**src/rtl/esm_pkg.sv**
```systemverilog
package esm_pkg;
  // device clock and sampling window of the speed measurement
  localparam int CLK_HZ = 10_000_000;
  localparam int SAMPLE_MS = 10;
  localparam int SAMPLE_CYC = SAMPLE_MS * (CLK_HZ / 1000);
  // rpm per count of one window, before division by the line count
  localparam logic [31:0] RPM_RATE = 32'(60 * 1000 / SAMPLE_MS);
  // line count and top speed limits
  localparam logic [12:0] LINES_MIN = 13'h000A;
  localparam logic [12:0] LINES_MAX = 13'h1388;
  localparam logic [12:0] RPM_MAX = 13'h1770;
  // four counts per line in quadrature
  localparam int QUAD_SHIFT = 2;
  // percent reported in tenths, so full scale reads 1000
  localparam logic [31:0] PCT_SCALE = 32'h000003E8;
  localparam logic [15:0] PCT_FULL = 16'h03E8;
  localparam logic [15:0] RPM_CLAMP = 16'h7FFF;
  localparam int FRAC_BITS = 12;
  // input mode selector codes
  localparam logic MODE_PULSE_DIR = 1'b0;
  localparam logic MODE_QUAD = 1'b1;
  localparam int PULSE_DIR_INSTANCE = 2;
  typedef enum logic [1:0] {ST_IDLE, ST_RPM, ST_PCT} esm_state_t;
endpackage

```
**src/rtl/esm_udiv.sv**
```systemverilog
`timescale 1ns/10ps
`default_nettype none
module esm_udiv #(
  parameter int NW = 32,
  parameter int DW = 16
) (
  // clock and reset
  input wire logic mclk_i,
  input wire logic rst_i,
  // request
  input wire logic start_i,
  input wire logic [NW-1:0] num_i,
  input wire logic [DW-1:0] den_i,
  // answer
  output logic done_o,
  output logic [NW-1:0] quo_o
);
  localparam int CW = $clog2(NW + 1);
  logic [NW-1:0] quo_r, quo_nxt;
  logic [DW:0] rem_r, rem_nxt;
  logic [DW-1:0] den_r, den_nxt;
  logic [CW-1:0] cnt_r, cnt_nxt;
  logic busy_r, busy_nxt, done_r, done_nxt;
  logic [DW:0] trial;

  // restoring divider, one quotient bit a cycle; a zero divisor yields all ones
  always_comb begin
    quo_nxt = quo_r;
    rem_nxt = rem_r;
    den_nxt = den_r;
    cnt_nxt = cnt_r;
    busy_nxt = busy_r;
    done_nxt = 1'b0;
    trial = {rem_r[DW-1:0], quo_r[NW-1]};
    if (start_i && !busy_r) begin
      quo_nxt = num_i;
      rem_nxt = '0;
      den_nxt = den_i;
      cnt_nxt = CW'(NW);
      busy_nxt = 1'b1;
    end else if (busy_r) begin
      if (trial >= {1'b0, den_r}) begin
        rem_nxt = trial - {1'b0, den_r};
        quo_nxt = {quo_r[NW-2:0], 1'b1};
      end else begin
        rem_nxt = trial;
        quo_nxt = {quo_r[NW-2:0], 1'b0};
      end
      cnt_nxt = cnt_r - CW'(1);
      if (cnt_r == CW'(1)) begin
        busy_nxt = 1'b0;
        done_nxt = 1'b1;
      end
    end
  end

  always_ff @(posedge mclk_i) begin
    if (rst_i) begin
      quo_r <= '0;
      rem_r <= '0;
      den_r <= '0;
      cnt_r <= '0;
      busy_r <= 1'b0;
      done_r <= 1'b0;
    end else begin
      quo_r <= quo_nxt;
      rem_r <= rem_nxt;
      den_r <= den_nxt;
      cnt_r <= cnt_nxt;
      busy_r <= busy_nxt;
      done_r <= done_nxt;
    end
  end

  assign done_o = done_r;
  assign quo_o = quo_r;
endmodule // esm_udiv
`default_nettype wire

```
**src/rtl/esm_speed_meas.sv**
```systemverilog
`timescale 1ns/10ps
`default_nettype none
module esm_speed_meas
  import esm_pkg::*;
#(
  parameter int INSTANCE = PULSE_DIR_INSTANCE,
  parameter int SAMPLE_CYCLES = SAMPLE_CYC
) (
  // clock and reset
  input wire logic mclk_i,
  input wire logic rst_i,
  // encoder pins
  input wire logic pulse_input_terminal_i,
  input wire logic direction_input_terminal_i,
  // configuration
  input wire logic input_mode_i,
  input wire logic sign_positive_i,
  input wire logic [12:0] line_count_i,
  input wire logic [12:0] full_scale_speed_i,
  input wire logic [3:0] filter_shift_i,
  // status
  output logic [31:0] enc_count_o,
  output logic [15:0] raw_speed_rpm_o,
  output logic [15:0] filt_speed_rpm_o,
  output logic [15:0] speed_pct_o,
  output logic speed_valid_o,
  output logic mode_active_o
);
  // input synchronisers and edge history
  logic pa_s1_r, pa_s2_r, pa_d_r, pb_s1_r, pb_s2_r, pb_d_r;
  logic mode_r, mode_nxt;
  logic signed [31:0] count_r, count_nxt;
  logic step_en, step_up, mode_eff;

  // sampling, division and filter state
  esm_state_t state_r, state_nxt;
  logic [31:0] tick_r, tick_nxt;
  logic signed [31:0] last_r, last_nxt;
  logic neg_r, neg_nxt;
  logic [15:0] mag_r, mag_nxt;
  logic signed [15:0] raw_r, raw_nxt, pct_r, pct_nxt;
  logic signed [31:0] acc_r, acc_nxt;
  logic valid_r, valid_nxt;
  logic div_start_r, div_start_nxt;
  logic [31:0] div_num_r, div_num_nxt;
  logic [15:0] div_den_r, div_den_nxt;
  logic div_done;
  logic [31:0] div_quo;
  logic tick;
  logic signed [31:0] delta;
  logic [31:0] dmag;
  logic [12:0] lines_eff, fs_eff;
  logic [15:0] rpm_q;
  logic signed [31:0] acc_err;
  logic signed [15:0] raw_new;

  // pulse-and-direction exists only where the digital inputs feed this instance
  assign mode_eff = (INSTANCE == PULSE_DIR_INSTANCE) ? input_mode_i : MODE_QUAD;
  assign lines_eff = (line_count_i < LINES_MIN) ? LINES_MIN :
                     (line_count_i > LINES_MAX) ? LINES_MAX : line_count_i;
  assign fs_eff = (full_scale_speed_i > RPM_MAX) ? RPM_MAX : full_scale_speed_i;

  always_comb begin
    mode_nxt = mode_eff;
    if (mode_r == MODE_PULSE_DIR) begin
      step_en = pa_s2_r & ~pa_d_r;
      step_up = pb_s2_r;
    end else begin
      step_en = (pa_s2_r ^ pa_d_r) ^ (pb_s2_r ^ pb_d_r);
      step_up = pa_s2_r ^ pb_d_r;
    end
    // a simultaneous change of both phases is illegal and is dropped
    count_nxt = count_r;
    if (step_en) begin
      if (step_up ^ ~sign_positive_i) begin
        count_nxt = count_r + 32'sh1;
      end else begin
        count_nxt = count_r - 32'sh1;
      end
    end
  end

  always_ff @(posedge mclk_i) begin
    if (rst_i) begin
      pa_s1_r <= 1'b0;
      pa_s2_r <= 1'b0;
      pa_d_r <= 1'b0;
      pb_s1_r <= 1'b0;
      pb_s2_r <= 1'b0;
      pb_d_r <= 1'b0;
      mode_r <= MODE_QUAD;
      count_r <= '0;
    end else begin
      pa_s1_r <= pulse_input_terminal_i;
      pa_s2_r <= pa_s1_r;
      pa_d_r <= pa_s2_r;
      pb_s1_r <= direction_input_terminal_i;
      pb_s2_r <= pb_s1_r;
      pb_d_r <= pb_s2_r;
      mode_r <= mode_nxt;
      count_r <= count_nxt;
    end
  end

  assign tick = (tick_r == 32'h0);
  assign delta = count_r - last_r;
  assign dmag = delta[31] ? 32'(-delta) : 32'(delta);
  assign rpm_q = (div_quo > {16'h0, RPM_CLAMP}) ? RPM_CLAMP : div_quo[15:0];
  // signed result of this window, kept apart from raw_nxt so the filter input has no loop through the state logic
  assign raw_new = neg_r ? 16'(-$signed(rpm_q)) : $signed(rpm_q);
  assign acc_err = ($signed({{16{raw_new[15]}}, raw_new}) <<< FRAC_BITS) - acc_r;

  // one window: rpm = counts * 60 / (window * lines), lines taken four times in quadrature, then percent of top speed
  always_comb begin
    state_nxt = state_r;
    tick_nxt = tick ? 32'(SAMPLE_CYCLES - 1) : tick_r - 32'h1;
    last_nxt = last_r;
    neg_nxt = neg_r;
    mag_nxt = mag_r;
    raw_nxt = raw_r;
    pct_nxt = pct_r;
    acc_nxt = acc_r;
    valid_nxt = 1'b0;
    div_start_nxt = 1'b0;
    div_num_nxt = div_num_r;
    div_den_nxt = div_den_r;
    case (state_r)
      ST_IDLE: begin
        if (tick) begin
          last_nxt = count_r;
          neg_nxt = delta[31];
          div_num_nxt = 32'(dmag * RPM_RATE);
          if (mode_r == MODE_QUAD) begin
            div_den_nxt = 16'({3'h0, lines_eff} << QUAD_SHIFT);
          end else begin
            div_den_nxt = {3'h0, lines_eff};
          end
          div_start_nxt = 1'b1;
          state_nxt = ST_RPM;
        end
      end
      ST_RPM: begin
        if (div_done) begin
          mag_nxt = rpm_q;
          raw_nxt = raw_new;
          acc_nxt = acc_r + (acc_err >>> filter_shift_i);
          if (fs_eff == 13'h0) begin
            pct_nxt = '0;
            valid_nxt = 1'b1;
            state_nxt = ST_IDLE;
          end else begin
            div_num_nxt = 32'({16'h0, rpm_q} * PCT_SCALE);
            div_den_nxt = {3'h0, fs_eff};
            div_start_nxt = 1'b1;
            state_nxt = ST_PCT;
          end
        end
      end
      ST_PCT: begin
        if (div_done) begin
          pct_nxt = neg_r ? 16'(-$signed(div_quo[15:0])) : $signed(div_quo[15:0]);
          valid_nxt = 1'b1;
          state_nxt = ST_IDLE;
        end
      end
      default: state_nxt = ST_IDLE;
    endcase
  end

  always_ff @(posedge mclk_i) begin
    if (rst_i) begin
      state_r <= ST_IDLE;
      tick_r <= '0;
      last_r <= '0;
      neg_r <= 1'b0;
      mag_r <= '0;
      raw_r <= '0;
      pct_r <= '0;
      acc_r <= '0;
      valid_r <= 1'b0;
      div_start_r <= 1'b0;
      div_num_r <= '0;
      div_den_r <= '0;
    end else begin
      state_r <= state_nxt;
      tick_r <= tick_nxt;
      last_r <= last_nxt;
      neg_r <= neg_nxt;
      mag_r <= mag_nxt;
      raw_r <= raw_nxt;
      pct_r <= pct_nxt;
      acc_r <= acc_nxt;
      valid_r <= valid_nxt;
      div_start_r <= div_start_nxt;
      div_num_r <= div_num_nxt;
      div_den_r <= div_den_nxt;
    end
  end

  // shared divider keeps area small; a window needs about 70 cycles of it
  esm_udiv #(
    .NW(32),
    .DW(16)
  ) u_div (
    .mclk_i(mclk_i),
    .rst_i(rst_i),
    .start_i(div_start_r),
    .num_i(div_num_r),
    .den_i(div_den_r),
    .done_o(div_done),
    .quo_o(div_quo)
  );

  assign enc_count_o = count_r;
  assign raw_speed_rpm_o = raw_r;
  assign filt_speed_rpm_o = acc_r[FRAC_BITS+15:FRAC_BITS];
  assign speed_pct_o = pct_r;
  assign speed_valid_o = valid_r;
  assign mode_active_o = mode_r;
endmodule // esm_speed_meas
`default_nettype wire

```
**config.mk**
```make
export PLATFORM = sky130hd
export DESIGN_NAME = esm_speed_meas
export DESIGN_NICKNAME = d
export VERILOG_FILES = /design/src/rtl/esm_pkg.sv /design/src/rtl/esm_udiv.sv /design/src/rtl/esm_speed_meas.sv
export SDC_FILE = /design/constraint.sdc
export NUM_CORES = 1
export LEC_CHECK = 0
export BUFFER_PORTS_ARGS = -buffer_cell sky130_fd_sc_hd__clkbuf_2
export CORE_ASPECT_RATIO = 0.9
export CORE_UTILIZATION = 60
export CTS_CLUSTER_SIZE = 16
export DETAILED_ROUTE_END_ITERATION = 8
export HOLD_SLACK_MARGIN = 0.03
export PLACE_DENSITY = 0.8
export SYNTH_ARGS = -nofsm -noshare
export SYNTH_HDL_FRONTEND = slang
export SYNTH_SLANG_ARGS = --single-unit
```
**constraint.sdc**
```tcl
create_clock -name mclk_i -period 11.3 [get_ports mclk_i]
set_clock_uncertainty 0.05 [all_clocks]
set_input_delay 0 -clock mclk_i [delete_from_list [all_inputs] [get_ports mclk_i]]
set_output_delay 0 -clock mclk_i [all_outputs]
set_load 0.01 [all_outputs]
```
# [Word level (Yosys, flattened, before mapping)]
# Index checks and enable logic that the tools add are counted.
[word_totals] register_bits=292 latchBits=0 ramBits=0 romBits=0 input_bits=36 output_inout_bits=82 mem_count=0
[classes] addsub=11 mul=2 n_div=0 order_cmp=5 eq_ne=8 n_shift=1 n_mux=47 n_bitwise=9 n_reduce_logical=16
[op_table] operator="two-way mux 32 bit" count=7
[op_table] operator="two-way mux 16 bit" count=10
[op_table] operator="one-hot mux 16 bit (2 select lines)" count=2
[op_table] operator="one-hot mux 32 bit (2 select lines)" count=1
[op_table] operator="two-way mux 13 bit" count=3
[op_table] operator="adder 32 x 2 -> 32 bit (second input constant)" count=1
[op_table] operator="adder 32 bit" count=1
[op_table] operator="greater-than comparator 32 x 15 -> 1 bit (second input constant)" count=1
[op_table] operator="logical NOT 32 bit" count=1
[op_table] operator="multiplier 32 x 9 -> 28 bit (second input constant)" count=1
[op_table] operator="negation 16 bit" count=2
[op_table] operator="negation 32 bit" count=1
[op_table] operator=">>> shifter 32 x 4 -> 32 bit" count=1
[op_table] operator="subtractor 28 x 32 -> 32 bit" count=1
[op_table] operator="subtractor 32 x 1 -> 32 bit (second input constant)" count=1
[op_table] operator="subtractor 32 x 2 -> 32 bit (second input constant)" count=1
[op_table] operator="subtractor 32 bit" count=1
[op_table] operator="greater-than comparator 13 bit (second input constant)" count=2
[op_table] operator="multiplier 16 x 7 -> 23 bit (second input constant)" count=1
[op_table] operator="greater-or-equal comparator 17 x 16 -> 1 bit" count=1
[op_table] operator="two-way mux 17 bit" count=1
[op_table] operator="subtractor 16 bit" count=1
[op_table] operator="two-way mux 15 bit" count=1
[op_table] operator="logical NOT 13 bit" count=1
[op_table] operator="24 further kinds" count=55

# [Logic depth before layout (Yosys ltp)]
# Gate-level depths: netlist of the first run.
[logic_depth] ltp_word=7 ltp_mapped=39 depth_no_buf=38

# [By module]
# Synthesis of the first run repeated with hierarchy kept, for this count alone.
[unflattened] hier_cells=3563 hier_area_um2=28175.8
[modules_own_cells] mod="esm_speed_meas" n_inst=1 cells_per_inst=3068 area_each_um2=24268.3
[modules_own_cells] mod="esm_udiv" n_inst=1 cells_per_inst=495 area_each_um2=3907.5

# [Worst setup path after synthesis of the first run]
# Ideal clock, no wire load.
[synth_path] path_kind="register to register" startpoint="register count_r[0] (netlist: enc_count_o[0])" endpoint="register div_num_r[31]" arrival_time_ns=8.435 t_required_ns=11.177 setup_slack_ns=2.743 path_stages_with_launch=37 period_less_slack_ns=8.557 path_cell_list="dfxtp_1 inv_1 ha_1 nand2b_1 a21oi_1 o21a_1 clkbuf_1 o21ai_0 a211oi_1 a31o_2 xnor2_1 clkbuf_1 clkbuf_1 nand2_1 xnor2_1 inv_1 fa_1 inv_1 fa_1 inv_1 fa_1 inv_1 fa_1 ha_1 a21o_1 a21oi_1 nor3b_1 a21oi_1 o41ai_1 o31ai_1 o21ai_0 nand2b_1 a21oi_1 o21a_1 nor3_1 nand3b_1 a21oi_1"
[synth_via] elab_chain_cells=6
[synth_lines] element="from (decl)" line_no="esm_speed_meas.sv:32" rtl="logic signed [31:0] count_r, count_nxt;"
[synth_lines] element="from (signal assigned)" line_no="esm_speed_meas.sv:101" rtl="count_r <= count_nxt;"
[synth_lines] element="subtractor 32 bit *" line_no="esm_speed_meas.sv:106" rtl="assign delta = count_r - last_r;"
[synth_lines] element="negation 32 bit" line_no="esm_speed_meas.sv:107" rtl="assign dmag = delta[31] ? 32'(-delta) : 32'(delta);"
[synth_lines] element="two-way mux 32 bit *" line_no="esm_speed_meas.sv:107"
[synth_lines] element="multiplier 32 x 9 -> 28 bit *" line_no="esm_speed_meas.sv:132" rtl="div_num_nxt = 32'(dmag * RPM_RATE);"
[synth_lines] element="two-way mux 32 bit *" line_no="esm_speed_meas.sv:129" rtl="if (tick) begin"
[synth_lines] element="one-hot mux 32 bit (2 select lines) *" line_no="esm_speed_meas.sv:127" rtl="case (state_r)"
[synth_lines] element="to (signal assigned)" line_no="esm_speed_meas.sv:195" rtl="div_num_r <= div_num_nxt;"
[synth_lines] element="to (decl)" line_no="esm_speed_meas.sv:45" rtl="logic [31:0] div_num_r, div_num_nxt;"
# Mark *: on every way between the ends. The rest lies on a longest branch, timed or not. The select of a mux whose other input is x is not followed.
# A chain may end at the register's enable or synchronous reset.

# [Worst setup path in the final report of the first run]
[layout_path] startpoint="register u_div.quo_r[15] (netlist: u_div.quo_o[15])" endpoint="register acc_r[31]"
[layout_via] elab_chain_cells=7
[layout_lines] element="from (decl)" line_no="esm_udiv.sv:19" rtl="logic [NW-1:0] quo_r, quo_nxt;"
[layout_lines] element="from (signal assigned)" line_no="esm_udiv.sv:66" rtl="quo_r <= quo_nxt;"
[layout_lines] element="greater-than comparator 32 x 15 -> 1 bit *" line_no="esm_speed_meas.sv:108" rtl="assign rpm_q = (div_quo > {16'h0, RPM_CLAMP}) ? RPM_CLAMP : div_quo[15:0];"
[layout_lines] element="two-way mux 16 bit *" line_no="esm_speed_meas.sv:108"
[layout_lines] element="negation 16 bit" line_no="esm_speed_meas.sv:110" rtl="assign raw_new = neg_r ? 16'(-$signed(rpm_q)) : $signed(rpm_q);"
[layout_lines] element="two-way mux 16 bit *" line_no="esm_speed_meas.sv:110"
[layout_lines] element="via raw_new[4]" line_no="esm_speed_meas.sv:55" rtl="logic signed [15:0] raw_new;"
[layout_lines] element="subtractor 28 x 32 -> 32 bit *" line_no="esm_speed_meas.sv:111" rtl="assign acc_err = ($signed({{16{raw_new[15]}}, raw_new}) <<< FRAC_BITS) - acc_r;"
[layout_lines] element=">>> shifter 32 x 4 -> 32 bit *" line_no="esm_speed_meas.sv:146" rtl="acc_nxt = acc_r + (acc_err >>> filter_shift_i);"
[layout_lines] element="adder 32 bit *" line_no="esm_speed_meas.sv:146"
[layout_lines] element="to (signal assigned)" line_no="esm_speed_meas.sv:192" rtl="acc_r <= acc_nxt;"
[layout_lines] element="to (decl)" line_no="esm_speed_meas.sv:42" rtl="logic signed [31:0] acc_r, acc_nxt;"
# The timed path passes the listed nets; every way through them passes the cells marked *.

==> metrics.txt, run 1 <==
Num CTS Buffers=34; Slowest-stage cell, CP=xor2_1; cell area after synthesis=0.0282 sq mm; largest family of logic cells by synthesized area=adder cells; Worst slew margin=24.0%; Critical Path End=acc_r[31]$_SDFFE_PP0P_; Yosys Warn Count=0; sequential area share after synthesis=20.4%; DP HPWL=50700 microns; unique cell type count in the Yosys netlist=84; Stages on worst setup path=35; Hold WC Path Type=in2reg; Worst-path clk slew=60 ps; num ports=118; fraction of layout cells with a size suffix above 1=7.14%; xor-xnor portion of the synthesized cell area=7.53%; EDFF count, synth=0; RSZ-0062 raised after global routing=no; die height=208 microns; Required @ worst endpoint=11720 ps; Initial DRC Count=1773; count leader, synth=a21oi_1; Overall Global Routing Usage=27.9%; Avg Inst Size Synth=7.93 sq um; die area=0.0478 sq mm; IO Port Bufs=117; largest net degree at the start of global routing=90; Synth Area in Compound Gates=20.0%; Die Width=230 microns; CTS tree=yes; CTS root buf=clkbuf_16; top cell type's share of synthesized area=20.4%; gpl congestion=0.939; Reg-to-Reg Start=u_div.quo_o[15]$_SDFFE_PP0P_; ys async rst share=0%; DRC=0; setup TNS=0 ps; final wirelength=66600 microns; antenna-violating nets left=0; Reg area=0.00575 sq mm; Worst Path Buf+Inv=0; Worst Setup SP=u_div.quo_o[15]$_SDFFE_PP0P_; flop-to-flop setup slack=1240 ps; CORE AREA=0.0458 sq mm; number of global-route vias before repair=22900; outcome=finished, final reports clean; Main synth FF type=dfxtp_1; Synth Instances=3552; Vias=24300; Reg2Reg Depth=35; Design Area, Final=0.0304 sq mm; Vias/cell=5.75; Tightest Pin Transition=1140 ps; CTS H-Tree Depth=2; final hold vios=0; multiplexer share of the synthesized area=3.56%; FP Rows=74; clock latency at the later pin of the worst-skew pair=550 ps; worst hold margin=67.8 ps; dominant cells by area after synthesis=dfxtp_1 20%, ha_1 12%, fa_1 12%; crit-path max FO=13; initial antenna violation count=0; fillers=3865; startpoint types=flop; clk sink count=287; worst reg2reg endpoint=acc_r[31]$_SDFFE_PP0P_; ANT cells=0; top post-synthesis cells by count=385 x a21oi_1, 362 x nor2_1, 352 x nand2_1; Synth area leader=dfxtp_1; CP delay by family, top=compound AO/OA/AOI/OAI gates; startpoint of the worst hold path=line_count_i[9]; Worst Slack Setup Final=1240 ps; Area growth, synth to finish=7.94%; worst path arrival time=10480 ps; Layout Nets=4071; slowest stage delay, CP=660 ps; Max clock buf depth=3; Critical Path End Type=flop; Period Utilization, post-route=89.0%; TritonRoute pass-1 iters=5; Post-Synth Simple-Gate Area=17.2%; Synth Area in Adders=24.0%; first-pass GRT wire length=112000 microns; setup bufs post-CTS=0; Slew Limit Fails=0; fmax=99.4 MHz; critical path class=reg2reg; dpl ws=1520 ps; fin crit period=10060 ps; final setup fails=0; Starting Density=61.4%; cell area after placement=0.0290 sq mm; Max Cap Viol=0; total gr overflow=0; Multi-input gate area=0.0204 sq mm; Yosys reg bits=287; wire length per cell=15.8 microns
-- sequential cells by signal, summed over array words and instances (netlist names), 2 cells and up --
name / cells
speed_pct_o: 16
u_div.quo_o: 32
raw_speed_rpm_o: 16
last_r: 32
u_div.cnt_r: 6
enc_count_o: 32
acc_r: 32
div_num_r: 29
div_den_r: 15
u_div.den_r: 15
state_r: 2
u_div.rem_r: 16
tick_r: 32
-- cell usage in the layout, fill, tap and decap left out, types with 21 or more instances in the layout --
cell type      Yosys  final
clkbuf_2           0    116
nand2_1          352    352
fa_1             163    163
a21oi_1          385    385
buf_4             16     21
nor3_1            68     68
dlygate4sd3_1      0     33
inv_1            341    341
dfxtp_1          287    285
mux2i_1           82     82
a21o_1            76     76
and2_1            22     22
ha_1             280    279
nor2b_1           32     32
o21a_1            34     34
or3_1             32     32
nor2_1           362    362
o21bai_1          28     28
xnor2_1          160    160
xor2_1            82     81
nand2b_1          37     37
o21ai_0          155    154
clkbuf_16          0     34
a31oi_1           27     26
a211oi_1          31     31
nand3_1           47     47
-- what timing repair did --
action	CTS	global route
hold buffers	33	0
resized for setup	0	0
endpoints found under the hold margin	99	0
-- cell type report --
type	instances	area share, %
Sequential cell	287	18.9
Tap cell	608	2.50
Inverter	343	4.24
Multi-Input combinational cell	2755	67.1
Clock buffer	46	3.18
Timing Repair Buffer	171	3.56
Clock inverter	11	0.465
-- through the flow --
| step | util (%) | std cells |
|---|---|---|
| after CTS | 66.3 | 4221 |
| after detailed placement | 63.2 | 4131 |
| after global placement | 63.2 | 4131 |
| after floorplan | - | 3557 |
| after global routing | 66.3 | 4221 |
| final | 66.3 | 4221 |
-- logic make-up (layout without fill, tap and decap cells) --
kind of cell / Yosys count / count (layout)
buf+inv: 515 / 571
compound gates: 906 / 906
flops: 287 / 287
simple gates: 1062 / 1062
fa+ha+maj: 443 / 443
mux: 95 / 95
other cells: 2 / 7
xor+xnor: 242 / 242
-- worst min-delay path by stage --
stage                                             to  cells past startpoint
final                     div_den_r[11]$_SDFFE_PP0P_                      5
after global routing      div_den_r[11]$_SDFFE_PP0P_                      5
after CTS                 div_den_r[11]$_SDFFE_PP0P_                      5
after detailed placement    mode_active_o$_SDFF_PP1_                      2
after global placement      mode_active_o$_SDFF_PP1_                      2
after floorplan             mode_active_o$_SDFF_PP1_                      1
-- metal layers --
layer / share of wire (%) / track usage [%] / vias up
li1: - / - / 12200
met1: 46 / 37.4 / 11300
met2: 46 / 45.8 / 631
met3: 5.1 / 3.89 / 126
met4: 3.2 / 9.77 / 0
met5: 0 / 0 / -
-- worst min-delay path, cell delays in order --
cell      delay [ps]
clkbuf_2         110
nand2b_1         100
o221a_2          170
a21oi_1           40
a211oi_2         190
Power of run 1 is not shown: default switching activity piles up to over one toggle a cycle in this logic, so the estimate is an artifact.
==> run 2: changes to the inputs <==
--- a/config.mk
+++ b/config.mk
@@ -7,11 +7,11 @@
 export LEC_CHECK = 0
 export BUFFER_PORTS_ARGS = -buffer_cell sky130_fd_sc_hd__clkbuf_2
 export CORE_ASPECT_RATIO = 0.9
-export CORE_UTILIZATION = 60
+export CORE_UTILIZATION = 30
 export CTS_CLUSTER_SIZE = 16
 export DETAILED_ROUTE_END_ITERATION = 8
 export HOLD_SLACK_MARGIN = 0.03
-export PLACE_DENSITY = 0.8
+export PLACE_DENSITY = 0.47
 export SYNTH_ARGS = -nofsm -noshare
 export SYNTH_HDL_FRONTEND = slang
 export SYNTH_SLANG_ARGS = --single-unit
==> constraint.sdc (replaced) <==
create_clock -name mclk_i -period 11.3 [get_ports mclk_i]
set_clock_uncertainty 0.05 [all_clocks]
set_input_delay 2.26 -clock mclk_i [delete_from_list [all_inputs] [get_ports mclk_i]]
set_output_delay 2.26 -clock mclk_i [all_outputs]
set_load 0.01 [all_outputs]
==> run 2 against run 1 <==
Effect of this change:
- global-route usage down 12 points
- critical endpoint unchanged
- critical path type unchanged
- sequential cell count unchanged
- worst setup slack worse by 66 ps
- largest cell class unchanged
==> metrics.txt, run 2 (synthesized netlist as in run 1, its figures left out) <==
CTS H-Tree Depth=2 (unchanged); clock latency at the later pin of the worst-skew pair=580 ps (was 550 ps); Worst slew margin=28.2% (was 24.0%); Slew Limit Fails=0 (unchanged); largest net degree at the start of global routing=121 (was 90); cts hold-fix bufs=0 (was 33); CTS root buf=clkbuf_16 (unchanged); antenna-violating nets left=0 (unchanged); Vias=23600 (was 24300); Starting Density=30.3% (was 61.4%); final setup fails=0 (unchanged); Vias/cell=4.88 (was 5.75); CTS tree=yes (unchanged); first-pass GRT wire length=126000 microns (was 112000 microns); RSZ-0062 raised after global routing=no (unchanged); total gr overflow=0 (unchanged); die area=0.0951 sq mm (was 0.0478 sq mm); commonest non-fill, non-tap cell in the layout=a21oi_1 (unchanged); Num CTS Buffers=38 (was 34); number of global-route vias before repair=23100 (was 22900); initial antenna violation count=1 (was 0); worst path arrival time=10580 ps (was 10480 ps); Required @ worst endpoint=11750 ps (was 11720 ps); worst hold margin=388 ps (was 67.8 ps); clk sink count=287 (unchanged); fmax=98.8 MHz (was 99.4 MHz); num ports=118 (unchanged); setup bufs post-CTS=0 (unchanged); Critical Path End Type=flop (unchanged); startpoint types=flop (unchanged); Hold WC Path Type=reg2reg (was in2reg); wire length per cell=15.7 microns (was 15.8 microns); Max Cap Viol=0 (unchanged); final wirelength=75800 microns (was 66600 microns); fin crit period=10120 ps (was 10060 ps); Overall Global Routing Usage=16.1% (was 27.9%); Layout Nets=4047 (was 4071); Tightest Pin Transition=1080 ps (was 1140 ps); FP Rows=106 (was 74); CORE AREA=0.0930 sq mm (was 0.0458 sq mm); critical path class=reg2reg (unchanged); final hold vios=0 (unchanged); DP HPWL=58400 microns (was 50700 microns); final instance count without filler cells=4840 (was 4221); die height=293 microns (was 208 microns); IO Port Bufs=117 (unchanged); TritonRoute pass-1 iters=5 (unchanged); outcome=finished, final reports clean (unchanged); Max clock buf depth=3 (unchanged); crit-path max FO=12 (was 13); Placed Cells=4770 (was 4131); most frequent cells in the layout=385 x a21oi_1, 362 x nor2_1, 351 x nand2_1 (was 385 x a21oi_1, 362 x nor2_1, 352 x nand2_1); fraction of layout cells with a size suffix above 1=7.59% (was 7.14%); DRC=0 (unchanged); Die Width=325 microns (was 230 microns); Initial DRC Count=1247 (was 1773); gpl congestion=0.875 (was 0.939); Worst-path clk slew=60 ps (about the same); Area growth, synth to finish=10.3% (was 7.94%); setup TNS=0 ps (unchanged); Slowest-stage cell, CP=nor3_1 (was xor2_1); Period Utilization, post-route=89.6% (was 89.0%); cts repair resizes=0 (unchanged); slowest stage delay, CP=700 ps (was 660 ps)
run 2: layout make-up:
| cell class | count | area, sq um |
|---|---|---|
| multi-input cells | 2755 | 20400 |
| clock buffers | 53 | 1060 |
| flip-flops and latches | 287 | 5750 |
| well taps | 1242 | 1550 |
| fillers | 9954 | 61900 |
| diodes | 1 | 2.50 |
| inverters | 343 | 1290 |
| repair buffers | 143 | 790 |
| clock inverters | 16 | 188 |
run 2: worst max-delay path: cells and delay by family (launching register included):
family                   cells  cell delay [ps]
AO/OA/AOI/OAI               18             4430
XOR/XNOR                     3             1040
adder cells (fa/ha/maj)      3             1010
flip-flops                   1              350
multiplexers                 1              240
AND/OR/NAND/NOR              9             2900
run 2: final timing paths:
kind,from,end,slack [ps],cells after the start
max reg2reg,u_div.quo_o[15]$_SDFFE_PP0P_,acc_r[31]$_SDFFE_PP0P_,1180,34
min reg2reg,pa_s1_r$_SDFF_PP0_,pa_s2_r$_SDFF_PP0_,390,1
min,pa_s1_r$_SDFF_PP0_,pa_s2_r$_SDFF_PP0_,390,1
max,u_div.quo_o[15]$_SDFFE_PP0P_,acc_r[31]$_SDFFE_PP0P_,1180,34
run 2: metrics by stage:
| stage | utilization, % | setup WS, ps | area, sq um |
|---|---|---|---|
| 2_1_floorplan | - | 2740 | 28200 |
| 3_3_place_gp | 32.0 | 1550 | 29800 |
| 3_5_place_dp | 32.0 | 1390 | 29800 |
| 4_1_cts | 33.4 | 1320 | 31000 |
| 5_1_grt | 33.4 | 369 | 31000 |
| 6_report | 33.4 | 1180 | 31000 |
run 2: routing by layer:
metal	GRT usage, %	vias up	wire length (microns)
met4	3.19	2	1200
met3	2.87	61	3160
met1	23.2	11000	39300
met5	0	-	9
met2	24.9	329	32100
li1	-	12200	-
Power of run 2 is left out for the same reason.
